`src/dio_consts.svh`:
```
`ifndef DIO_CONSTS_SVH
`define DIO_CONSTS_SVH
// ----------------------------------------------------------------------------
// Register offsets (byte addresses).
// ----------------------------------------------------------------------------
`define DIO_OFS_CFG0     8'h00
`define DIO_OFS_EDGE     8'h18
`define DIO_OFS_MODE     8'h1C
`define DIO_OFS_LEVEL    8'h20
`define DIO_OFS_READ     8'h40
`define DIO_OFS_STATUS   8'h28
`define DIO_OFS_CLEAR    8'h2C
`define DIO_OFS_ENABLE   8'h30
`define DIO_OFS_ERRCODE  8'h34
// ----------------------------------------------------------------------------
// Field positions of a line configuration word and of the edge register.
// ----------------------------------------------------------------------------
`define DIO_FN_LSB       0
`define DIO_ACT_LSB      4
`define DIO_ACTV_BIT     8
`define DIO_TRIG_BOTH_BIT 6
// ----------------------------------------------------------------------------
// Status bit positions.
// ----------------------------------------------------------------------------
`define DIO_ST_TRIG      0
`define DIO_ST_EVENT     1
`define DIO_ST_PULSE     2
`define DIO_ST_REJECT    3
`define DIO_ST_RDERR     4
// ----------------------------------------------------------------------------
// Reset values, error code and timing.
// ----------------------------------------------------------------------------
`define DIO_EDGE_RST     6'h00
`define DIO_ERR_NOT_MAN  16'd508
`define DIO_PULSE_NS     10000
`define DIO_CLK_MHZ      200
`define DIO_PULSE_CYC    ((`DIO_PULSE_NS * `DIO_CLK_MHZ) / 1000)
`endif

```
`src/dio_pkg.sv`:
```
package dio_pkg;
  // Line functions.
  typedef enum logic [2:0] {
    FN_AUTO         = 3'h0,
    EVENT_INPUT_FN  = 3'h1,
    STATUS_OUTPUT_FN = 3'h2,
    FN_MANUAL       = 3'h3
  } fn_e;
  // Actions share one code space; meaning depends on the function.
  typedef enum logic [3:0] {
    TURN_OUTPUT_ON_ACTION  = 4'h0,
    TURN_OUTPUT_OFF_ACTION = 4'h1,
    SEQUENCE_BEGIN_ACTION  = 4'h2,
    SEQUENCE_HALT_ACTION   = 4'h3,
    FULL_ACTION            = 4'h4,
    EMPTY_ACTION           = 4'h5,
    REGULATION_STATE_ACTION = 4'h6,
    END_ACTION             = 4'h7,
    SOURCE_STATE_ACTION    = 4'h8,
    FIXED_HIGH_ACTION      = 4'h9,
    FIXED_LOW_ACTION       = 4'hA,
    STATIC_DRIVE_HIGH      = 4'hB,
    STATIC_DRIVE_LOW       = 4'hC,
    STATIC_READ_ACTION     = 4'hD
  } act_e;
  typedef struct packed {
    fn_e  fn;
    act_e act;
  } line_cfg_s;
  // Instrument-side conditions that status outputs reflect.
  typedef struct packed {
    logic full;
    logic empty;
    logic regulation_state_action;
    logic end_flag;
    logic source_on;
  } cond_s;
  // Protection trips feeding the line 3 pulse.
  typedef struct packed {
    logic overvoltage_trip;
    logic overcurrent_trip;
    logic overtemp_trip;
    logic sense_reverse;
  } protection_trip_s;
  // One-cycle action requests toward the instrument.
  typedef struct packed {
    logic output_on;
    logic output_off;
    logic seq_begin;
    logic seq_halt;
  } action_req_s;
endpackage

```
`src/dio_line_ctrl.sv`:
```
`include "dio_consts.svh"

module dio_line_ctrl #(
  parameter int unsigned PULSE_CYC = `DIO_PULSE_CYC
) (
  input  wire logic                         hclk,
  input  wire logic                         hresetn,
  input  wire logic                         hsel,
  input  wire logic [31:0]                  haddr,
  input  wire logic [1:0]                   htrans,
  input  wire logic                         hwrite,
  input  wire logic [2:0]                   hsize,
  input  wire logic [31:0]                  hwdata,
  input  wire logic                         hready,
  output logic      [31:0]                  hrdata,
  output logic                              hreadyout,
  output logic                              hresp,
  input  wire logic [5:0]                   line_in,
  output logic      [5:0]                   line_out,
  output logic      [5:0]                   line_oe,
  input  wire dio_pkg::cond_s               cond,
  input  wire dio_pkg::protection_trip_s    trips,
  output dio_pkg::action_req_s              action_req,
  output logic                              trigger_pulse,
  output logic                              irq
);

  // --------------------------------------------------------------------------
  // Line configuration store.
  // --------------------------------------------------------------------------
  dio_pkg::line_cfg_s cfg_q [6];
  logic [5:0]  edge_fall_q;
  logic        trig_both_q;   // Line 1 trigger fires on either edge.
  logic [1:0]  mode_q;        // Bit 0 simulator mode, bit 1 test mode.
  logic [4:0]  status_q;
  logic [4:0]  enable_q;
  logic [15:0] errcode_q;

  // --------------------------------------------------------------------------
  // AHB-Lite address phase capture.
  // --------------------------------------------------------------------------
  logic        wr_pend_q;
  logic        rd_pend_q;
  logic [7:0]  addr_q;
  logic [31:0] rdata_q;
  wire  take = hsel & hready & htrans[1];

  always_ff @(posedge hclk or negedge hresetn) begin
    if (!hresetn) begin
      wr_pend_q <= 1'b0;
      rd_pend_q <= 1'b0;
      addr_q    <= 8'h00;
    end else begin
      wr_pend_q <= take & hwrite;
      rd_pend_q <= take & ~hwrite;
      addr_q    <= take ? haddr[7:0] : addr_q;
    end
  end

  // --------------------------------------------------------------------------
  // Input synchronisers and edge detection.
  // --------------------------------------------------------------------------
  logic [5:0] sync1_q;
  logic [5:0] sync2_q;
  logic [5:0] prev_q;

  // The first stage is read only by the second to avoid metastable fan-out.
  always_ff @(posedge hclk or negedge hresetn) begin
    if (!hresetn) begin
      sync1_q <= 6'h00;
      sync2_q <= 6'h00;
      prev_q  <= 6'h00;
    end else begin
      sync1_q <= line_in;
      sync2_q <= sync1_q;
      prev_q  <= sync2_q;
    end
  end

  wire [5:0] rise = sync2_q & ~prev_q;
  wire [5:0] fall = ~sync2_q & prev_q;
  // Edge selected by each line's edge setting.
  wire [5:0] sel_edge = (edge_fall_q & fall) | (~edge_fall_q & rise);

  // --------------------------------------------------------------------------
  // Write decode and legality check.
  // --------------------------------------------------------------------------
  wire [7:0] waddr    = addr_q;
  wire       cfg_hit  = wr_pend_q & (waddr < 8'h18) & (waddr[1:0] == 2'b00);
  wire [2:0] cfg_idx  = waddr[4:2];           // Zero-based line index 0..5.
  wire [2:0] wfn      = hwdata[`DIO_FN_LSB +: 3];
  wire [3:0] wact_raw = hwdata[`DIO_ACT_LSB +: 4];
  wire       wact_vld = hwdata[`DIO_ACTV_BIT];

  // Auto-capable lines are 1 and 3, zero-based 0 and 2.
  function automatic logic is_auto_line(input logic [2:0] idx);
    is_auto_line = (idx == 3'd0) || (idx == 3'd2);
  endfunction

  // Action defaults when the write carries no action.
  function automatic logic [3:0] dflt_act(input logic [2:0] fn);
    case (fn)
      3'h1:    dflt_act = 4'h0;
      3'h2:    dflt_act = 4'h9;
      3'h3:    dflt_act = 4'hD;
      default: dflt_act = 4'h0;
    endcase
  endfunction

  wire [3:0] wact = wact_vld ? wact_raw : dflt_act(wfn);
  wire sim_m  = mode_q[0];
  wire test_m = mode_q[1];

  logic cfg_ok;
  // Mode gating rejects actions the present mode does not support.
  always_comb begin
    cfg_ok = 1'b0;
    case (wfn)
      3'h0: cfg_ok = is_auto_line(cfg_idx);
      3'h1: cfg_ok = !is_auto_line(cfg_idx) && (wact <= 4'h3) &&
                     ((wact <= 4'h1) || test_m);
      3'h2: cfg_ok = !is_auto_line(cfg_idx) && (wact >= 4'h4) &&
                     (wact <= 4'hA) &&
                     (((wact != 4'h4) && (wact != 4'h5)) || sim_m) &&
                     (((wact != 4'h6) && (wact != 4'h7)) || test_m);
      3'h3: cfg_ok = (wact >= 4'hB) && (wact <= 4'hD);
      default: cfg_ok = 1'b0;
    endcase
  end

  wire cfg_wr  = cfg_hit & cfg_ok;
  wire cfg_rej = cfg_hit & ~cfg_ok;

  always_ff @(posedge hclk or negedge hresetn) begin
    if (!hresetn) begin
      for (int i = 0; i < 6; i++) begin
        cfg_q[i] <= is_auto_line(3'(i)) ?
          '{dio_pkg::FN_AUTO, dio_pkg::TURN_OUTPUT_ON_ACTION} :
          '{dio_pkg::FN_MANUAL, dio_pkg::STATIC_READ_ACTION};
      end
    end else if (cfg_wr) begin
      cfg_q[cfg_idx] <= '{dio_pkg::fn_e'(wfn), dio_pkg::act_e'(wact)};
    end
  end

  always_ff @(posedge hclk or negedge hresetn) begin
    if (!hresetn) begin
      edge_fall_q <= `DIO_EDGE_RST;
      trig_both_q <= 1'b0;
      mode_q      <= 2'b01;
      enable_q    <= 5'h00;
    end else if (wr_pend_q) begin
      if (waddr == `DIO_OFS_EDGE) begin
        edge_fall_q <= hwdata[5:0];
        trig_both_q <= hwdata[`DIO_TRIG_BOTH_BIT];
      end
      if (waddr == `DIO_OFS_MODE)   mode_q      <= hwdata[1:0];
      if (waddr == `DIO_OFS_ENABLE) enable_q    <= hwdata[4:0];
    end
  end

  // --------------------------------------------------------------------------
  // Line behaviour per function.
  // --------------------------------------------------------------------------
  function automatic logic cond_level(input logic [3:0] a,
                                      input dio_pkg::cond_s c);
    case (a)
      4'h4:    cond_level = c.full;
      4'h5:    cond_level = c.empty;
      4'h6:    cond_level = c.regulation_state_action;
      4'h7:    cond_level = c.end_flag;
      4'h8:    cond_level = c.source_on;
      4'hA:    cond_level = 1'b0;
      default: cond_level = 1'b1;
    endcase
  endfunction

  logic [5:0] drv_val;
  logic [5:0] drv_en;
  logic [5:0] evt_fire;
  logic [5:0] is_min;
  always_comb begin
    for (int i = 0; i < 6; i++) begin
      drv_val[i]  = 1'b0;
      drv_en[i]   = 1'b0;
      evt_fire[i] = 1'b0;
      is_min[i]   = 1'b0;
      case (cfg_q[i].fn)
        dio_pkg::STATUS_OUTPUT_FN: begin
          // Falling polarity inverts the driven condition.
          drv_val[i] = cond_level(cfg_q[i].act, cond) ^ edge_fall_q[i];
          drv_en[i]  = 1'b1;
        end
        dio_pkg::EVENT_INPUT_FN: begin
          evt_fire[i] = sel_edge[i];
        end
        dio_pkg::FN_MANUAL: begin
          drv_en[i]  = (cfg_q[i].act != dio_pkg::STATIC_READ_ACTION);
          drv_val[i] = (cfg_q[i].act == dio_pkg::STATIC_DRIVE_HIGH);
          is_min[i]  = ~drv_en[i];
        end
        default: begin
        end
      endcase
    end
  end

  // Line 1 trigger takes its edge setting, or both edges when asked for.
  wire trig_edge = trig_both_q ? (rise[0] | fall[0]) : sel_edge[0];
  wire trig_fire = (cfg_q[0].fn == dio_pkg::FN_AUTO) & trig_edge;
  wire any_trip  = |trips;
  wire pulse_en  = (cfg_q[2].fn == dio_pkg::FN_AUTO);

  // --------------------------------------------------------------------------
  // Protection pulse on line 3.
  // --------------------------------------------------------------------------
  logic        trip_prev_q;
  logic [15:0] pulse_cnt_q;
  wire         trip_rise = any_trip & ~trip_prev_q;

  // Only a fresh trip starts a pulse, so a held trip yields one pulse.
  always_ff @(posedge hclk or negedge hresetn) begin
    if (!hresetn) begin
      trip_prev_q <= 1'b0;
      pulse_cnt_q <= 16'h0000;
    end else begin
      trip_prev_q <= any_trip;
      if (pulse_en && trip_rise && pulse_cnt_q == 16'h0000)
        pulse_cnt_q <= 16'(PULSE_CYC);
      else if (pulse_cnt_q != 16'h0000)
        pulse_cnt_q <= pulse_cnt_q - 16'h0001;
    end
  end
  wire pulse_on = pulse_cnt_q != 16'h0000;

  // --------------------------------------------------------------------------
  // Event action requests toward the instrument.
  // --------------------------------------------------------------------------
  logic [3:0] act_bits;
  always_comb begin
    act_bits = 4'h0;
    for (int i = 0; i < 6; i++) begin
      if (evt_fire[i]) act_bits[cfg_q[i].act[1:0]] = 1'b1;
    end
  end

  // --------------------------------------------------------------------------
  // Manual read, status and error code.
  // --------------------------------------------------------------------------
  // Each line has its own read word; a line not set to static read returns 0 and flags a read error.
  wire [7:0] rd_ofs  = haddr[7:0] - `DIO_OFS_READ;
  wire       rd_win  = (haddr[7:0] >= `DIO_OFS_READ) & (rd_ofs < 8'h18);
  wire [2:0] rd_idx  = rd_ofs[4:2];
  wire       rd_take = take & ~hwrite & rd_win;
  wire       rd_bad  = rd_take & ~is_min[rd_idx];

  wire [4:0] ev_set;
  assign ev_set[`DIO_ST_TRIG]   = trig_fire;
  assign ev_set[`DIO_ST_EVENT]  = |evt_fire;
  assign ev_set[`DIO_ST_PULSE]  = pulse_en & trip_rise & ~pulse_on;
  assign ev_set[`DIO_ST_REJECT] = cfg_rej;
  assign ev_set[`DIO_ST_RDERR]  = rd_bad;
  wire clr_hit = wr_pend_q & (waddr == `DIO_OFS_CLEAR);
  wire [4:0] clr = clr_hit ? hwdata[4:0] : 5'h00;

  // A set in the same cycle as its clear wins, so no event is lost.
  always_ff @(posedge hclk or negedge hresetn) begin
    if (!hresetn) begin
      status_q  <= 5'h00;
      errcode_q <= 16'h0000;
    end else begin
      status_q  <= (status_q & ~clr) | ev_set;
      if (rd_bad) errcode_q <= `DIO_ERR_NOT_MAN;
      else if (clr[`DIO_ST_RDERR]) errcode_q <= 16'h0000;
    end
  end

  // Read data selection for the data phase.
  logic [31:0] rmux;
  always_comb begin
    rmux = 32'h0000_0000;
    if (haddr[7:0] < 8'h18) begin
      rmux[3:0]  = {1'b0, cfg_q[haddr[4:2]].fn};
      rmux[7:4]  = cfg_q[haddr[4:2]].act;
    end else if (rd_win) begin
      rmux[0]    = rd_bad ? 1'b0 : sync2_q[rd_idx];
    end else begin
      case (haddr[7:0])
        `DIO_OFS_EDGE:    rmux[6:0]  = {trig_both_q, edge_fall_q};
        `DIO_OFS_MODE:    rmux[1:0]  = mode_q;
        `DIO_OFS_LEVEL:   rmux[5:0]  = sync2_q;
        `DIO_OFS_STATUS:  rmux[4:0]  = status_q;
        `DIO_OFS_ENABLE:  rmux[4:0]  = enable_q;
        `DIO_OFS_ERRCODE: rmux[15:0] = errcode_q;
        default:          rmux       = 32'h0000_0000;
      endcase
    end
  end

  // Line 3 carries the protection pulse only while it is automatic; any
  // other function drives it like the remaining lines.
  wire line3_val = pulse_en ? pulse_on : drv_val[2];
  wire line3_en  = pulse_en | drv_en[2];

  // --------------------------------------------------------------------------
  // Registered outputs.
  // --------------------------------------------------------------------------
  always_ff @(posedge hclk or negedge hresetn) begin
    if (!hresetn) begin
      rdata_q       <= 32'h0000_0000;
      line_out      <= 6'h00;
      line_oe       <= 6'h00;
      action_req    <= '0;
      trigger_pulse <= 1'b0;
      irq           <= 1'b0;
    end else begin
      rdata_q       <= (take & ~hwrite) ? rmux : 32'h0000_0000;
      line_out      <= {drv_val[5:3], line3_val, drv_val[1:0]};
      line_oe       <= {drv_en[5:3], line3_en, drv_en[1:0]};
      action_req    <= {act_bits[0], act_bits[1], act_bits[2], act_bits[3]};
      trigger_pulse <= trig_fire;
      irq           <= |((status_q & ~clr | ev_set) & enable_q);
    end
  end

  assign hrdata    = rdata_q;
  assign hreadyout = 1'b1;
  assign hresp     = 1'b0;

endmodule

```
`config.mk`:
```
export PLATFORM = sky130hd
export DESIGN_NAME = dio_line_ctrl
export DESIGN_NICKNAME = d
export VERILOG_FILES = /design/src/dio_pkg.sv /design/src/dio_line_ctrl.sv
export VERILOG_INCLUDE_DIRS = /design/src
export SDC_FILE = /design/constraint.sdc
export NUM_CORES = 1
export LEC_CHECK = 0
export BUFFER_PORTS_ARGS = -buffer_cell sky130_fd_sc_hd__buf_2
export CORE_UTILIZATION = 55
export CTS_CLUSTER_DIAMETER = 200
export DETAILED_ROUTE_END_ITERATION = 12
export GPL_TIMING_DRIVEN = 0
export PLACE_DENSITY_LB_ADDON = 0.12
export SETUP_SLACK_MARGIN = 0.4
export SYNTH_ARGS = -nofsm -noshare
export SYNTH_HDL_FRONTEND = slang
export SYNTH_SLANG_ARGS = --single-unit
```
`constraint.sdc`:
```
create_clock -name hclk -period 2.9 [get_ports hclk]
set_input_delay 0.145 -clock hclk [delete_from_list [all_inputs] [get_ports hclk]]
set_output_delay 0.145 -clock hclk [all_outputs]
set_load 0.02 [all_outputs]
```
# [Yosys cells after proc, flatten, opt, wreduce, memory -nomap -nowiden]
# Cells that the tools add are included.
[totals] ff_bits=171 wordCells=323
[classes] n_lt_le_gt_ge=26 n_bitwise=54 reduce_logical=38 eq_ne=84 mux=85 n_addsub=2
[ops] operator="4-bit by 3-bit == test with 1-bit output, second input constant" count=24
[ops] operator="4-bit == test, second input constant" count=18
[ops] operator="16-bit two-way mux" count=4
[ops] operator="8-bit by 6-bit == test with 1-bit output, second input constant" count=6
[ops] operator="3-bit by 2-bit == test with 1-bit output, second input constant" count=15
[ops] operator="42-bit bitwise mux" count=1
[ops] operator="1-bit case mux with 6 select lines" count=6
[ops] operator="8-bit by 5-bit == test with 1-bit output, second input constant" count=4
[ops] operator="32-bit two-way mux" count=1
[ops] operator="1-bit two-way mux" count=30
[ops] operator="4-bit two-way mux" count=7
[ops] operator="1-bit case mux with 2 select lines" count=13
[ops] operator="6-bit bitwise AND" count=4
[ops] operator="8-bit by 5-bit < comparator with 1-bit output, second input constant" count=3
[ops] operator="4-bit inequality test, second input constant" count=6
[ops] operator="7-bit binary-select mux with 3-bit select" count=1
[ops] operator="7-bit demux with 3-bit select" count=1
[ops] operator="3-bit by 1-bit == test with 1-bit output, second input constant" count=7
[ops] operator="7-bit two-way mux" count=3
[ops] operator="4-bit OR" count=5
[ops] operator="1-bit logical AND" count=18
[ops] operator="2-bit by 3-bit < comparator with 1-bit output, second input constant" count=6
[ops] operator="6-bit inverter" count=3
[ops] operator="1-bit bitwise AND" count=16
[ops] operator="other kinds (42)" count=87

# [Logic depth before layout (Yosys ltp)]
# Gate-level depths: netlist of run 1.
[logic_depth] word_depth=16 mapped_depth=8 depth_no_buf=8

# [Worst setup path before layout of run 1]
# Ideal clock, no wire load.
[synth_timing] kind="register -> register" start="register addr_q[4]" end="register cfg_q[21] (netlist name)" setup_ns=0.128 arrival_time_ns=2.072 path_slack_ns=0.700 path_stages_with_launch=8 path_buffers=1 path_cell_list="dfrtp_1 buf_2 nor2_2 xnor2_1 nor4_2 a211oi_4 nand4b_4 mux2_1"
[synth_between] elab_chain_cells=9 word_cells_on_any_way=22 cone_classes="order compare (3); eq/ne (1); mux (4); bitwise (4); reduce/logical (10)"
[synth_rtl] item="start: declaration" line="dio_line_ctrl.sv:44" rtl="logic [7:0] addr_q;"
[synth_rtl] item="start signal: assignment" line="dio_line_ctrl.sv:56" rtl="addr_q <= take ? haddr[7:0] : addr_q;"
[synth_rtl] item="branches (longest 9 deep; another with 4-bit >= comparator)"
[synth_rtl] item="end signal: indexed assignment" line="dio_line_ctrl.sv:137" rtl="cfg_q[i] <= is_auto_line(3'(i)) ?"
[synth_rtl] item="end signal: indexed assignment" line="dio_line_ctrl.sv:142" rtl="cfg_q[cfg_idx] <= '{dio_pkg::fn_e'(wfn), dio_pkg::act_e'(wact)};"
[synth_rtl] item="end: declaration" line="dio_line_ctrl.sv:31" rtl="dio_pkg::line_cfg_s cfg_q [6];"
# Several ways; the timed one is not identified.
# A chain may end at the register's enable or synchronous reset.

# [Final worst setup path of run 1]
[layout_timing] start="input hwrite" end="register rdata_q[0] (netlist: hrdata[0])"
[layout_between] elab_chain_cells=8
[layout_rtl] item="start: declaration" line="dio_line_ctrl.sv:11" rtl="input wire logic hwrite,"
[layout_rtl] item="1-bit inverter *" line="dio_line_ctrl.sv:254, dio_line_ctrl.sv:317"
[layout_rtl] item="1-bit bitwise AND *" line="dio_line_ctrl.sv:254, dio_line_ctrl.sv:317"
[layout_rtl] item="1-bit bitwise AND" line="dio_line_ctrl.sv:254" rtl="wire rd_take = take & ~hwrite & rd_win;"
[layout_rtl] item="1-bit bitwise AND" line="dio_line_ctrl.sv:255" rtl="wire rd_bad = rd_take & ~is_min[rd_idx];"
[layout_rtl] item="1-bit two-way mux" line="dio_line_ctrl.sv:286" rtl="rmux[0] = rd_bad ? 1'b0 : sync2_q[rd_idx];"
[layout_rtl] item="1-bit two-way mux" line="dio_line_ctrl.sv:285" rtl="end else if (rd_win) begin"
[layout_rtl] item="8-bit two-way mux" line="dio_line_ctrl.sv:282" rtl="if (haddr[7:0] < 8'h18) begin"
[layout_rtl] item="32-bit two-way mux *" line="dio_line_ctrl.sv:317" rtl="rdata_q <= (take & ~hwrite) ? rmux : 32'h0000_0000;"
[layout_rtl] item="end signal: assignment" line="dio_line_ctrl.sv:317"
[layout_rtl] item="end: declaration" line="dio_line_ctrl.sv:45" rtl="logic [31:0] rdata_q;"
# Mark *: on every way between the ends. The rest lies on a longest branch, timed or not.

==> results of run 1 <==
-- cells in the mapped netlist, types with 5 or more instances --
cell type | count | area (um^2)
a21o_1 | 6 | 45.0
a21oi_1 | 26 | 130
a221oi_1 | 5 | 43.8
a22oi_1 | 7 | 52.6
and3b_1 | 7 | 61.3
buf_4 | 25 | 188
clkbuf_1 | 22 | 82.6
dfrtp_1 | 112 | 2800
dfstp_2 | 21 | 552
inv_1 | 14 | 52.6
mux2_1 | 7 | 78.8
mux2_2 | 57 | 642
mux2i_1 | 19 | 190
mux4_2 | 9 | 203
nand2_1 | 36 | 135
nand2b_1 | 16 | 100
nand3_1 | 11 | 55.1
nand3b_1 | 5 | 37.5
nand4_1 | 6 | 37.5
nand4b_1 | 6 | 52.6
nor2_1 | 45 | 169
nor2b_1 | 11 | 68.8
nor3_1 | 24 | 120
nor3b_1 | 21 | 158
nor4_1 | 10 | 62.6
nor4b_1 | 7 | 61.3
o211ai_1 | 7 | 52.6
o21ai_0 | 8 | 40.0
o22ai_1 | 17 | 106
o31ai_1 | 5 | 37.5
xnor2_1 | 9 | 78.8
xor2_1 | 5 | 43.8
-- final timing paths --
path                                                 to  slack, ps  cells past startpoint
worst min register to register     sync2_q[2]$_DFF_PN0_        350                      0
worst max register to register    cfg_q[29]$_DFFE_PN0P_        570                      7
min in group asynchronous          line_oe[0]$_DFF_PN0_        210                      2
max in group asynchronous         cfg_q[18]$_DFFE_PN1P_       1920                      3
worst min-delay path            trig_both_q$_DFFE_PN0P_         40                      2
worst max-delay path                hrdata[0]$_DFF_PN0_        530                      7
-- worst max-delay path: stages --
cell           delay (ps)
dlygate4sd3_1         540
buf_2                 130
and4b_1               370
nand3_1               180
nor4_1                920
o31ai_1               160
and3b_1               230
-- registers in the layout, indices dropped and copies added, names as in the netlist, 8 cells and up --
name / count
addr_q: 8
cfg_q: 42
hrdata: 9
pulse_cnt_q: 16
-- kinds of logic after synthesis --
family | synth area share, %
flip-flops | 47.0
adder cells (fa/ha/maj) | 0.526
buffers and inverters | 4.94
AO/OA/AOI/OAI | 10.5
multiplexers | 15.6
AND/OR/NAND/NOR | 19.6
other | 0.105
XOR/XNOR | 1.72
-- metal layers --
layer | track usage (%) | up-vias
met5 | 0 | -
met4 | 13.6 | 0
met3 | 6.80 | 43
met2 | 45.5 | 216
met1 | 40.6 | 2758
li1 | - | 2613
-- power by group through the flow --
stage / Sequential, W / Clock (W) / Combinational [W]
after CTS: 0.00200 / 0.00265 / 0.000472
after floorplan: 0.00202 / 0 / 0.000297
after global placement: 0.00203 / 0 / 0.000443
after global routing: 0.00202 / 0.00271 / 0.000526
final: 0.00201 / 0.00261 / 0.000484
after detailed placement: 0.00204 / 0 / 0.000456
-- metrics by stage --
stage	total power [W]	worst slack (ps)	TNS (ps)	hold WS (ps)	utilization, %
finish	0.00511	528	0	39.0	69.0
global route	0.00525	451	0	35.9	69.0
CTS	0.00512	401	0	27.1	68.4
detailed placement	0.00249	81.4	0	98.1	61.6
global placement	0.00247	-20.1	-1470	253	61.3
floorplan	0.00232	700	0	-151	-
-- final cells by class --
cell class / count / area (um^2) / area share (%)
Sequential cell: 133 / 3350 / 38.5
Timing Repair Buffer: 81 / 519 / 5.96
Multi-Input combinational cell: 473 / 3550 / 40.7
Tap cell: 172 / 215 / 2.47
Clock inverter: 13 / 275 / 3.16
Clock buffer: 19 / 443 / 5.09
Inverter: 14 / 52.6 / 0.604
Buffer: 54 / 300 / 3.45
-- what timing repair did --
item / CTS / global route
hold endpoints to repair: 58 / 0
buffers inserted: 0 / 8
hold buffers: 13 / 0
endpoints found under the setup margin: 6 / 35
resized for setup: 2 / 3
gates cloned: 0 / 0
pin swaps: 0 / 5
==> key figures, run 1 <==
Timing
  • Clock skew: ~9.1 ps
  • Period utilization: 81.8%
  • Min cycle time layout: 2370 ps
  • RSZ-0062 raised after global routing: no
  • Max Slew Vio Count: 0
  • Final Hold Vio Count: 0
  • Max Fclk: about 420 MHz
  • Worst Tran Pin Value: 1050 ps
  • Count of final setup violators: 0
  • Max_slew headroom: roughly 29%

Logic synthesis
  • Synth Area per Inst: 11.0 um^2
  • Syn Std Cell Area: between 0.007 and 0.008 mm^2
  • Number of synthesized flops with an enable pin: 0
  • Yosys warning count: 0
  • Post-Synthesis Cells: around 650
  • FF+latch count, synth: roughly 130
  • Synth Flop Type: dfrtp_1
  • Distinct cells, synth: 67
  • Ys async rst share: 100%
  • Sequential-to-total area share from yosys stat: a little under half

Detailed routing
  • Detailed-route via count: approximately 5.6k
  • WL final: about 19 mm
  • Drt pass-1 iters: 5
  • Vias per cell: 5.87
  • Top Metal Used: met4
  • Routed len/inst: approximately 19 um
  • WL met2: just under 9 mm
  • WL met3: 1.17 mm
  • Post-route ant nets: 0
  • Drc violations: 0
  • Initial DRC count: 390
  • DRT met1 WL: roughly 8.1 mm

Cells and area
  • Non-Filler Instances: roughly 960
  • Nets: around 870
  • Commonest non-fill, non-tap cells in the layout: 112 x dfrtp_1, 60 x buf_2, 57 x mux2_2
  • Layout cells sized above 1: between 20 and 30%
  • N_diodes: 0
  • Fillers: roughly 1.0k
  • Post-route cell area: 0.00871 mm^2
  • Most common cell after layout, fill and taps aside: dfrtp_1
  • Layout area overhead: 21.9%

Clocking
  • Skew-Pair Late Insertion Delay: roughly 430 ps
  • Clk slew on worst S/H paths: roughly 60 ps
  • CTS tree: yes
  • Number of buffers created by CTS: 17
  • Max H-tree Level: 4
  • Clock Tree Root: clkbuf_16
  • Clock sink total: ~130
  • CTS max path bufs: 2

Power and ir drop
  • Leak pwr: 3.87 nW
  • Combinational cell fraction of total power: about a tenth
  • Int Power: 0.00394 W
  • Clock share of power: 51.2%
  • Reg power frac: between 30% and 40%
  • NetSw: ~0.0012 W
  • Pwr/cell area: about 590 mW/mm^2
  • Worst vdd ir: just under 0.5 mV
  • Switching share of total power: between 20% and 30%

Die
  • Starting Density: between 50% and 60%
  • Core area: approximately 0.013 mm^2
  • Die area: around 0.013 mm^2
  • Die Y-Extent: about 120 um
  • Die width: between 100 and 150 um
  • I/O pin count: 141
  • Site Rows: a little over 40

Setup path
  • Startpoint types: input pin
  • Crit path max fanout: 5
  • Worst path arrival time: between 2000 and 3000 ps
  • Critical path class: input pin to flop
  • Critical Path End Type: flop
  • Crit path launch: hwrite
  • Reg2reg start: addr_q[2]$_DFFE_PN0P_
  • Required time of the worst setup path: roughly 3200 ps

Place
  • Post-DP HPWL: around 13 mm
  • Placed Instances: 906
  • Dpl cell area: around 0.008 mm^2
  • Global placer's final weighted congestion: 0.879
  • # port buffers: 59

Min path
  • Hold Path Origin: hwdata[6]
  • Hold crit path type: input pin to flop

Flow run
  • Max-cap violations: 0

GRT
  • Initial antenna violation count: 0
  • Pin count of the biggest net entering global routing: 88
  • First-pass GRT wire length: 29.5 mm
  • Number of global-route vias before repair: about 5.4k
  • Total global-route track usage: between 20% and 30%
  • Grt ovf: 0

Run status
  • Status: finished, final reports clean
No activity file was read; power rests on OpenSTA's default activity.
==> run 2: changes to the inputs <==
- ABC_AREA: unset -> 1
- CORE_UTILIZATION: 55 -> 51
- clock period: 2.9 -> 2.1 ns (I/O delays scaled with it)
==> run 2 against run 1 <==
  * Final cell count grew 40%
  * Largest power group unchanged
  * First-iteration DRC count grew to 2.7 times the previous value
  * Cell area grew 9.8%
  * Critical endpoint is now cfg_q[35]$_DFFE_PN0P_
==> key figures, run 2 <==
Clocking
  • Number of buffers created by CTS: 17 (unchanged)
  • CTS max path bufs: 2 (unchanged)
  • CTS tree: yes (unchanged)
  • Skew-Pair Late Insertion Delay: 440 ps (was 430 ps)
  • Clock Tree Root: clkbuf_16 (unchanged)
  • Clk slew on worst S/H paths: 60 ps (about the same)
  • Max H-tree Level: 4 (unchanged)
  • Clock sink total: 133 (unchanged)

Flow run
  • Max-cap violations: 0 (unchanged)

Timing
  • Max Fclk: about 560 MHz
  • RSZ-0062 raised after global routing: yes (was no)
  • Final worst slack: 308 ps (was 528 ps)
  • Count of final setup violators: 0 (unchanged)
  • Final Hold Vio Count: 0 (unchanged)
  • Max_slew headroom: 26.5% (was 29.1%)
  • Clock skew: 10.6 ps (was 9.13 ps)
  • Worst Tran Pin Value: 1090 ps (was 1050 ps)
  • Min cycle time layout: ~1800 ps
  • Period utilization: between 80 and 90%
  • Max Slew Vio Count: 0 (unchanged)

Die
  • Site Rows: 43 (was 41)
  • Die width: 123 um (was 116 um)
  • Die Y-Extent: 123 um (was 116 um)
  • Core area: 0.0141 mm^2 (was 0.0126 mm^2)
  • I/O pin count: 141 (unchanged)
  • Starting Density: 53.2% (was 56.6%)
  • Die area: 0.0152 mm^2 (was 0.0134 mm^2)

Logic synthesis
  • Most frequent cell after synthesis: nand2_1 (was dfrtp_1)
  • Yosys top cell area share: 37.4% (was 39.2%)
  • Ys async rst share: 100% (unchanged)
  • Yosys warning count: 0 (unchanged)
  • Syn Std Cell Area: 0.00749 mm^2 (was 0.00714 mm^2)
  • Post-Synthesis Cells: 999 (was 651)
  • Largest cells by area after synthesis: dfrtp_1 37%, nand2_1 14%, dfstp_2 7.4%, inv_1 6.1%, nor2_1 5.0% (was dfrtp_1 39%, mux2_2 9.0%, dfstp_2 7.7%, mux4_2 2.8%, mux2i_1 2.7%)
  • Post-synth top area cell: dfrtp_1 (unchanged)
  • Commonest cells post-synth: 281 x nand2_1, 122 x inv_1, 112 x dfrtp_1 (was 112 x dfrtp_1, 57 x mux2_2, 45 x nor2_1)
  • FF+latch count, synth: 133 (unchanged)
  • Synth Flop Type: dfrtp_1 (unchanged)
  • Sequential-to-total area share from yosys stat: 44.8% (was 47.0%)
  • Number of synthesized flops with an enable pin: 0 (unchanged)
  • Distinct cells, synth: 45 (was 67)
  • Synth Area per Inst: 7.50 um^2 (was 11.0 um^2)

Detailed routing
  • Drc violations: 0 (unchanged)
  • WL met3: 2.06 mm (was 1.17 mm)
  • Drt pass-1 iters: 6 (was 5)
  • Routed len/inst: 17.3 um (was 19.4 um)
  • Top Metal Used: met4 (unchanged)
  • WL final: 23.2 mm (was 18.6 mm)
  • Post-route ant nets: 0 (unchanged)
  • Detailed-route via count: 7624 (was 5630)
  • Vias per cell: 5.68 (was 5.87)
  • WL met2: 10.6 mm (was 8.65 mm)
  • DRT met1 WL: 9.50 mm (was 8.14 mm)
  • Initial DRC count: 1047 (was 390)

Place
  • Global placer's final weighted congestion: 0.949 (was 0.879)
  • Pre-CTS setup slack: 138 ps (was 81.4 ps)
  • Placed Instances: 1265 (was 906)
  • Post-DP HPWL: 16.4 mm (was 13.4 mm)
  • # port buffers: 62 (was 59)

Setup path
  • Crit path max fanout: 7 (was 5)
  • Worst path arrival time: 2110 ps (was 2680 ps)
  • Critical path class: flop to flop (was input pin to flop)
  • FF-to-FF End: cfg_q[35]$_DFFE_PN0P_ (was cfg_q[29]$_DFFE_PN0P_)
  • FF-to-FF setup slack: 310 ps (was 570 ps)
  • Reg2reg start: mode_q[0]$_DFFE_PN1P_ (was addr_q[2]$_DFFE_PN0P_)
  • Reg2reg path depth: 10 (was 7)
  • Critical Path End Type: flop (unchanged)
  • Startpoint types: flop (was input pin)
  • Required time of the worst setup path: 2410 ps (was 3210 ps)

Cells and area
  • Largest reg by FF count: cfg_q (unchanged)
  • Layout area overhead: 27.6% (was 21.9%)
  • Nets: 1242 (was 866)
  • Commonest non-fill, non-tap cells in the layout: 240 x nand2_1, 115 x inv_1, 109 x dfrtp_1 (was 112 x dfrtp_1, 60 x buf_2, 57 x mux2_2)
  • N_diodes: 0 (unchanged)
  • Most common cell after layout, fill and taps aside: nand2_1 (was dfrtp_1)
  • Non-Filler Instances: 1343 (was 959)
  • Max FFs per register: 42 (unchanged)
  • Layout cells sized above 1: 27.1% (was 29.5%)

Min path
  • Hold crit path type: input pin to flop (unchanged)
  • Hold Path Origin: haddr[7] (was hwdata[6])
  • Hold EP: addr_q[7]$_DFFE_PN0P_ (was trig_both_q$_DFFE_PN0P_)
  • Hold path depth: 3 (was 2)

Run status
  • Status: finished, final reports clean (unchanged)

Power and ir drop
  • Worst vdd ir: 0.583 mV (was 0.491 mV)
  • Leak pwr: 4.79 nW (was 3.87 nW)
  • Pwr/cell area: 688 mW/mm^2 (was 586 mW/mm^2)

GRT
  • Number of global-route vias before repair: 6796 (was 5435)
  • First-pass GRT wire length: 34.9 mm (was 29.5 mm)
  • Initial antenna violation count: 0 (unchanged)
  • Grt ovf: 0 (unchanged)
  • Pin count of the biggest net entering global routing: 81 (was 88)
  • Total global-route track usage: 31.3% (was 29.8%)
-- run 2: cell count changes after synthesis, moves of 19 or more --
| cell | before | now |
|---|---|---|
| nand4_1 | 6 | 47 |
| nor2_1 | 45 | 99 |
| nand3_1 | 11 | 68 |
| nand2_1 | 36 | 281 |
| mux2_2 | 57 | 0 |
| o21ai_0 | 8 | 56 |
| nor3b_1 | 21 | 0 |
| mux2i_1 | 19 | 0 |
| inv_1 | 14 | 122 |
-- run 2: how the worst max path moves through the flow --
stage,startpoint,endpoint,slack (ps),cells past startpoint
after detailed placement,cfg_q[28]$_DFFE_PN1P_,irq$_DFF_PN0_,140,10
after CTS,addr_q[3]$_DFFE_PN0P_,cfg_q[1]$_DFFE_PN0P_,360,6
after global routing,mode_q[0]$_DFFE_PN1P_,cfg_q[37]$_DFFE_PN0P_,270,10
after floorplan,pulse_cnt_q[0]$_DFFE_PN0P_,pulse_cnt_q[10]$_DFFE_PN0P_,530,9
final,mode_q[0]$_DFFE_PN1P_,cfg_q[35]$_DFFE_PN0P_,310,10
after global placement,hresetn,edge_fall_q[4]$_DFFE_PN0P_,-850,1
-- run 2: final cells by class --
class	instances	area [um^2]
buffer	49	383
clock buffer	19	443
clock inverter	13	131
fill	1185	4540
inverter	127	483
multi-input combinational	713	3790
sequential	133	3360
tap	180	225
timing repair buffer	109	744
-- run 2: cell families (layout without fill, tap and decap cells) --
family                   Yosys count  in the layout  synth area share (%)
other                              2             25                 0.100
adder cells (fa/ha/maj)            3              3                 0.501
AO/OA/AOI/OAI                    134            134                  10.4
XOR/XNOR                          13             13                  1.52
AND/OR/NAND/NOR                  538            538                  32.1
flip-flops                       133            133                  44.8
buffers and inverters            176            317                  10.6
-- run 2: where the power goes --
part	internal (W)	switching (W)	total [W]	leakage (nW)
clock	0.00177	0.00119	0.00296	0.283
sequential	0.00266	0.0000795	0.00274	1.60
combinational	0.000307	0.000574	0.000880	2.90
-- run 2: stage by stage --
step                instance area, um^2  utilization [%]  power (W)  hold WS [ps]  setup TNS [ps]
finish                             9560             67.8    0.00658          11.3               0
global route                       9560             67.8    0.00679          12.7               0
CTS                                8980             63.7    0.00642          5.64               0
detailed placement                 8150             57.8    0.00346           101               0
global placement                   8110             57.6    0.00344           214          -95630
floorplan                          7580                -    0.00319          -191               0
-- run 2: metal layers --
layer | track usage [%] | vias to the layer above
li1 | - | 3550
met1 | 42.3 | 3540
met2 | 48.5 | 440
met3 | 5.67 | 94
met4 | 15.4 | 0
met5 | 0 | -
-- run 2: critical path, stage by stage (launching register included) --
cell and delay [ps]:
dfstp_2 580, inv_1 60, nand2_1 70, nand2_1 60, o21ai_2 130, nand3_2 120, nand4_4 200, buf_12 170
nand3_4 130, nand2_1 100, nand2_1 50
-- run 2: timing repair --
action	in CTS	in global routing
pin swaps	5	33
endpoints found under the hold margin	56	0
resized for setup	27	131
buffers inserted	3	25
hold buffers	16	0
gates cloned	0	2
setup endpoints to repair	57	74
==> run 3: changes to the inputs <==
- CORE_UTILIZATION: 51 -> 55
- SETUP_SLACK_MARGIN: 0.4 -> 0.5
- clock period: 2.1 -> 2 ns (I/O delays scaled with it)
==> run 3 against run 2 <==
  * First-iteration DRC count is 3.8% higher
  * Final cell count is 3.6% higher
  * Critical path type unchanged
  * Critical endpoint is now cfg_q[36]$_DFFE_PN0P_
  * Routed wire length is 9.6% higher
  * Largest power group unchanged
==> key figures, run 3 (synthesized netlist as in run 2, its figures left out) <==
Detailed routing
  • Detailed-route via count: 8058 (was 7624)
  • Drt pass-1 iters: 6 (unchanged)
  • Vias per cell: 5.79 (was 5.68)
  • Drc violations: 0 (unchanged)
  • Initial DRC count: 1087 (was 1047)
  • Post-route ant nets: 0 (unchanged)
  • WL final: 25.4 mm (was 23.2 mm)
  • Routed len/inst: 18.3 um (was 17.3 um)

Setup path
  • Required time of the worst setup path: 2310 ps (was 2410 ps)
  • Worst-path cell chain: buf_6 -> nor2_4 -> nand2_2 -> nand2_2 -> nand4_1 -> nand4_4 -> buf_12 -> nand3_4 -> nand2_1 -> nand2_1 (was inv_1 -> nand2_1 -> nand2_1 -> o21ai_2 -> nand3_2 -> nand4_4 -> buf_12 -> nand3_4 -> nand2_1 -> nand2_1)
  • Max incr delay on CP: 370 ps (was 580 ps)
  • Worst path arrival time: 2030 ps (was 2110 ps)
  • Critical path class: flop to flop (unchanged)
  • Max stage delay cell, worst path: dfrtp_1 (was dfstp_2)
  • Critical Path End Type: flop (unchanged)
  • Startpoint types: flop (unchanged)
  • Crit path max fanout: 7 (unchanged)

Clocking
  • CTS tree: yes (unchanged)
  • Max H-tree Level: 4 (unchanged)
  • Clock sink total: 133 (unchanged)
  • Skew-Pair Late Insertion Delay: 430 ps (was 440 ps)
  • Number of buffers created by CTS: 17 (unchanged)
  • CTS max path bufs: 2 (unchanged)
  • Clock Tree Root: clkbuf_16 (unchanged)
  • Clk slew on worst S/H paths: 50 ps (was 60 ps)

Die
  • Die area: 0.0141 mm^2 (was 0.0152 mm^2)
  • Die width: 119 um (was 123 um)
  • Starting Density: 56.6% (was 53.2%)
  • Core area: 0.0132 mm^2 (was 0.0141 mm^2)
  • Die Y-Extent: 119 um (was 123 um)
  • Site Rows: 42 (was 43)
  • I/O pin count: 141 (unchanged)

Timing
  • Min cycle time layout: 1720 ps (was 1790 ps)
  • Max Slew Vio Count: 0 (unchanged)
  • Clock skew: 9.03 ps (was 10.6 ps)
  • Period utilization: 85.9% (was 85.3%)
  • Worst Hold Slack: 8.12 ps (was 11.3 ps)
  • Final worst slack: 282 ps (was 308 ps)
  • Final Hold Vio Count: 0 (unchanged)
  • RSZ-0062 raised after global routing: yes (unchanged)
  • Count of final setup violators: 0 (unchanged)
  • Max_slew headroom: 18.6% (was 26.5%)
  • Setup tns final: 0 ps (unchanged)
  • Max Fclk: 582 MHz (was 558 MHz)
  • Worst Tran Pin Value: 1210 ps (was 1090 ps)

Place
  • Global placer's final weighted congestion: 0.976 (was 0.949)
  • # port buffers: 62 (unchanged)
  • Pre-CTS setup slack: 41.7 ps (was 138 ps)
  • Post-DP HPWL: 16.2 mm (was 16.4 mm)

Power and ir drop
  • Pwr/cell area: 671 mW/mm^2 (was 688 mW/mm^2)
  • Combinational cell fraction of total power: 14.3% (was 13.4%)
  • Switching share of total power: 27.0% (was 28.0%)
  • Leak pwr: 5.16 nW (was 4.79 nW)
  • Int Power: 0.00505 W (was 0.00474 W)
  • Worst vdd ir: 0.746 mV (was 0.583 mV)
  • NetSw: 0.00186 W (was 0.00184 W)
  • Clock share of power: 44.1% (was 45.0%)
  • Reg power frac: 41.6% (about the same)

GRT
  • First-pass GRT wire length: 37.8 mm (was 34.9 mm)
  • Pin count of the biggest net entering global routing: 79 (was 81)
  • Total global-route track usage: 35.3% (was 31.3%)
  • Global-route met1 utilization: 46.9% (was 42.3%)
  • Grt ovf: 0 (unchanged)
  • GRT busiest layer: met2 (unchanged)
  • GRT met3 Usage: 7.48% (was 5.67%)
  • Initial antenna violation count: 0 (unchanged)
  • Met2 usage: 55.2% (was 48.5%)
  • Number of global-route vias before repair: 7192 (was 6796)

Cells and area
  • Max FFs per register: 42 (unchanged)
  • Nets: 1294 (was 1242)
  • Commonest non-fill, non-tap cells in the layout: 223 x nand2_1, 104 x inv_1, 104 x dfrtp_1 (was 240 x nand2_1, 115 x inv_1, 109 x dfrtp_1)
  • Layout cells sized above 1: 34.8% (was 27.1%)
  • Fillers: 927 (was 1185)
  • Layout area overhead: 37.5% (was 27.6%)
  • N_diodes: 0 (unchanged)
  • Largest reg by FF count: cfg_q (unchanged)
  • Most common cell after layout, fill and taps aside: nand2_1 (unchanged)

Min path
  • Hold crit path type: input pin to flop (unchanged)

Run status
  • Status: finished, final reports clean (unchanged)

Flow run
  • Max-cap violations: 0 (unchanged)
==> run 3: stage by stage <==
| step | instance area (um^2) | utilization [%] | cells | total power [W] |
|---|---|---|---|---|
| 2_1_floorplan | 7590 | - | 1022 | 0.00335 |
| 3_3_place_gp | 8120 | 61.3 | 1260 | 0.00362 |
| 3_5_place_dp | 8160 | 61.6 | 1261 | 0.00364 |
| 4_1_cts | 9620 | 72.6 | 1355 | 0.00680 |
| 5_1_grt | 10300 | 77.8 | 1391 | 0.00712 |
| 6_report | 10300 | 77.8 | 1391 | 0.00692 |
==> run 3: metal layers <==
metal	up-vias	share of wire (%)	wire [um]
li1	3642	-	-
met1	3763	38	9680
met2	536	47	12000
met3	117	10	2640
met4	0	4.5	1150
met5	-	0	0
==> run 3: critical path: cells and delay by family (launching register included) <==
family,cells,cell delay (ps)
AND/OR/NAND/NOR,8,930
flip-flops,1,370
buffers and inverters,2,310
==> run 3: power by group through the flow <==
| stage | Combinational [W] | Sequential [W] | Clock, W |
|---|---|---|---|
| after floorplan | 0.000458 | 0.00290 | 0 |
| after global placement | 0.000706 | 0.00291 | 0 |
| after detailed placement | 0.000723 | 0.00291 | 0 |
| after CTS | 0.000888 | 0.00287 | 0.00304 |
| after global routing | 0.00106 | 0.00289 | 0.00317 |
| final | 0.000990 | 0.00288 | 0.00305 |
==> run 3: final timing paths <==
path	to	depth (start not counted)	start	slack [ps]
setup / recovery	cfg_q[36]$_DFFE_PN0P_	10	addr_q[3]$_DFFE_PN0P_	280
hold / removal	addr_q[5]$_DFFE_PN0P_	3	haddr[5]	8
setup reg to reg	cfg_q[36]$_DFFE_PN0P_	10	addr_q[3]$_DFFE_PN0P_	280
hold reg to reg	sync2_q[1]$_DFF_PN0_	0	sync1_q[1]$_DFF_PN0_	350
max in group asynchronous	cfg_q[19]$_DFFE_PN1P_	3	hresetn	990
min in group asynchronous	cfg_q[37]$_DFFE_PN0P_	2	hresetn	220
==> run 3: what timing repair did <==
item                                   CTS  global route
buffers inserted                        41            36
pin swaps                               36            53
endpoints found under the hold margin   60             0
setup endpoints to repair               76            91
gates resized for setup                108           141
hold buffers                            18             0
gates cloned                             3             0
==> run 3: final cells by class <==
type	count	area [um^2]	share of cell area [%]
Tap cell	176	220	2.14
Multi-Input combinational cell	713	4030	39.1
Clock buffer	28	527	5.11
Buffer	49	418	4.06
Clock inverter	4	45.0	0.437
Inverter	127	479	4.65
Sequential cell	133	3360	32.7
Timing Repair Buffer	161	1220	11.9
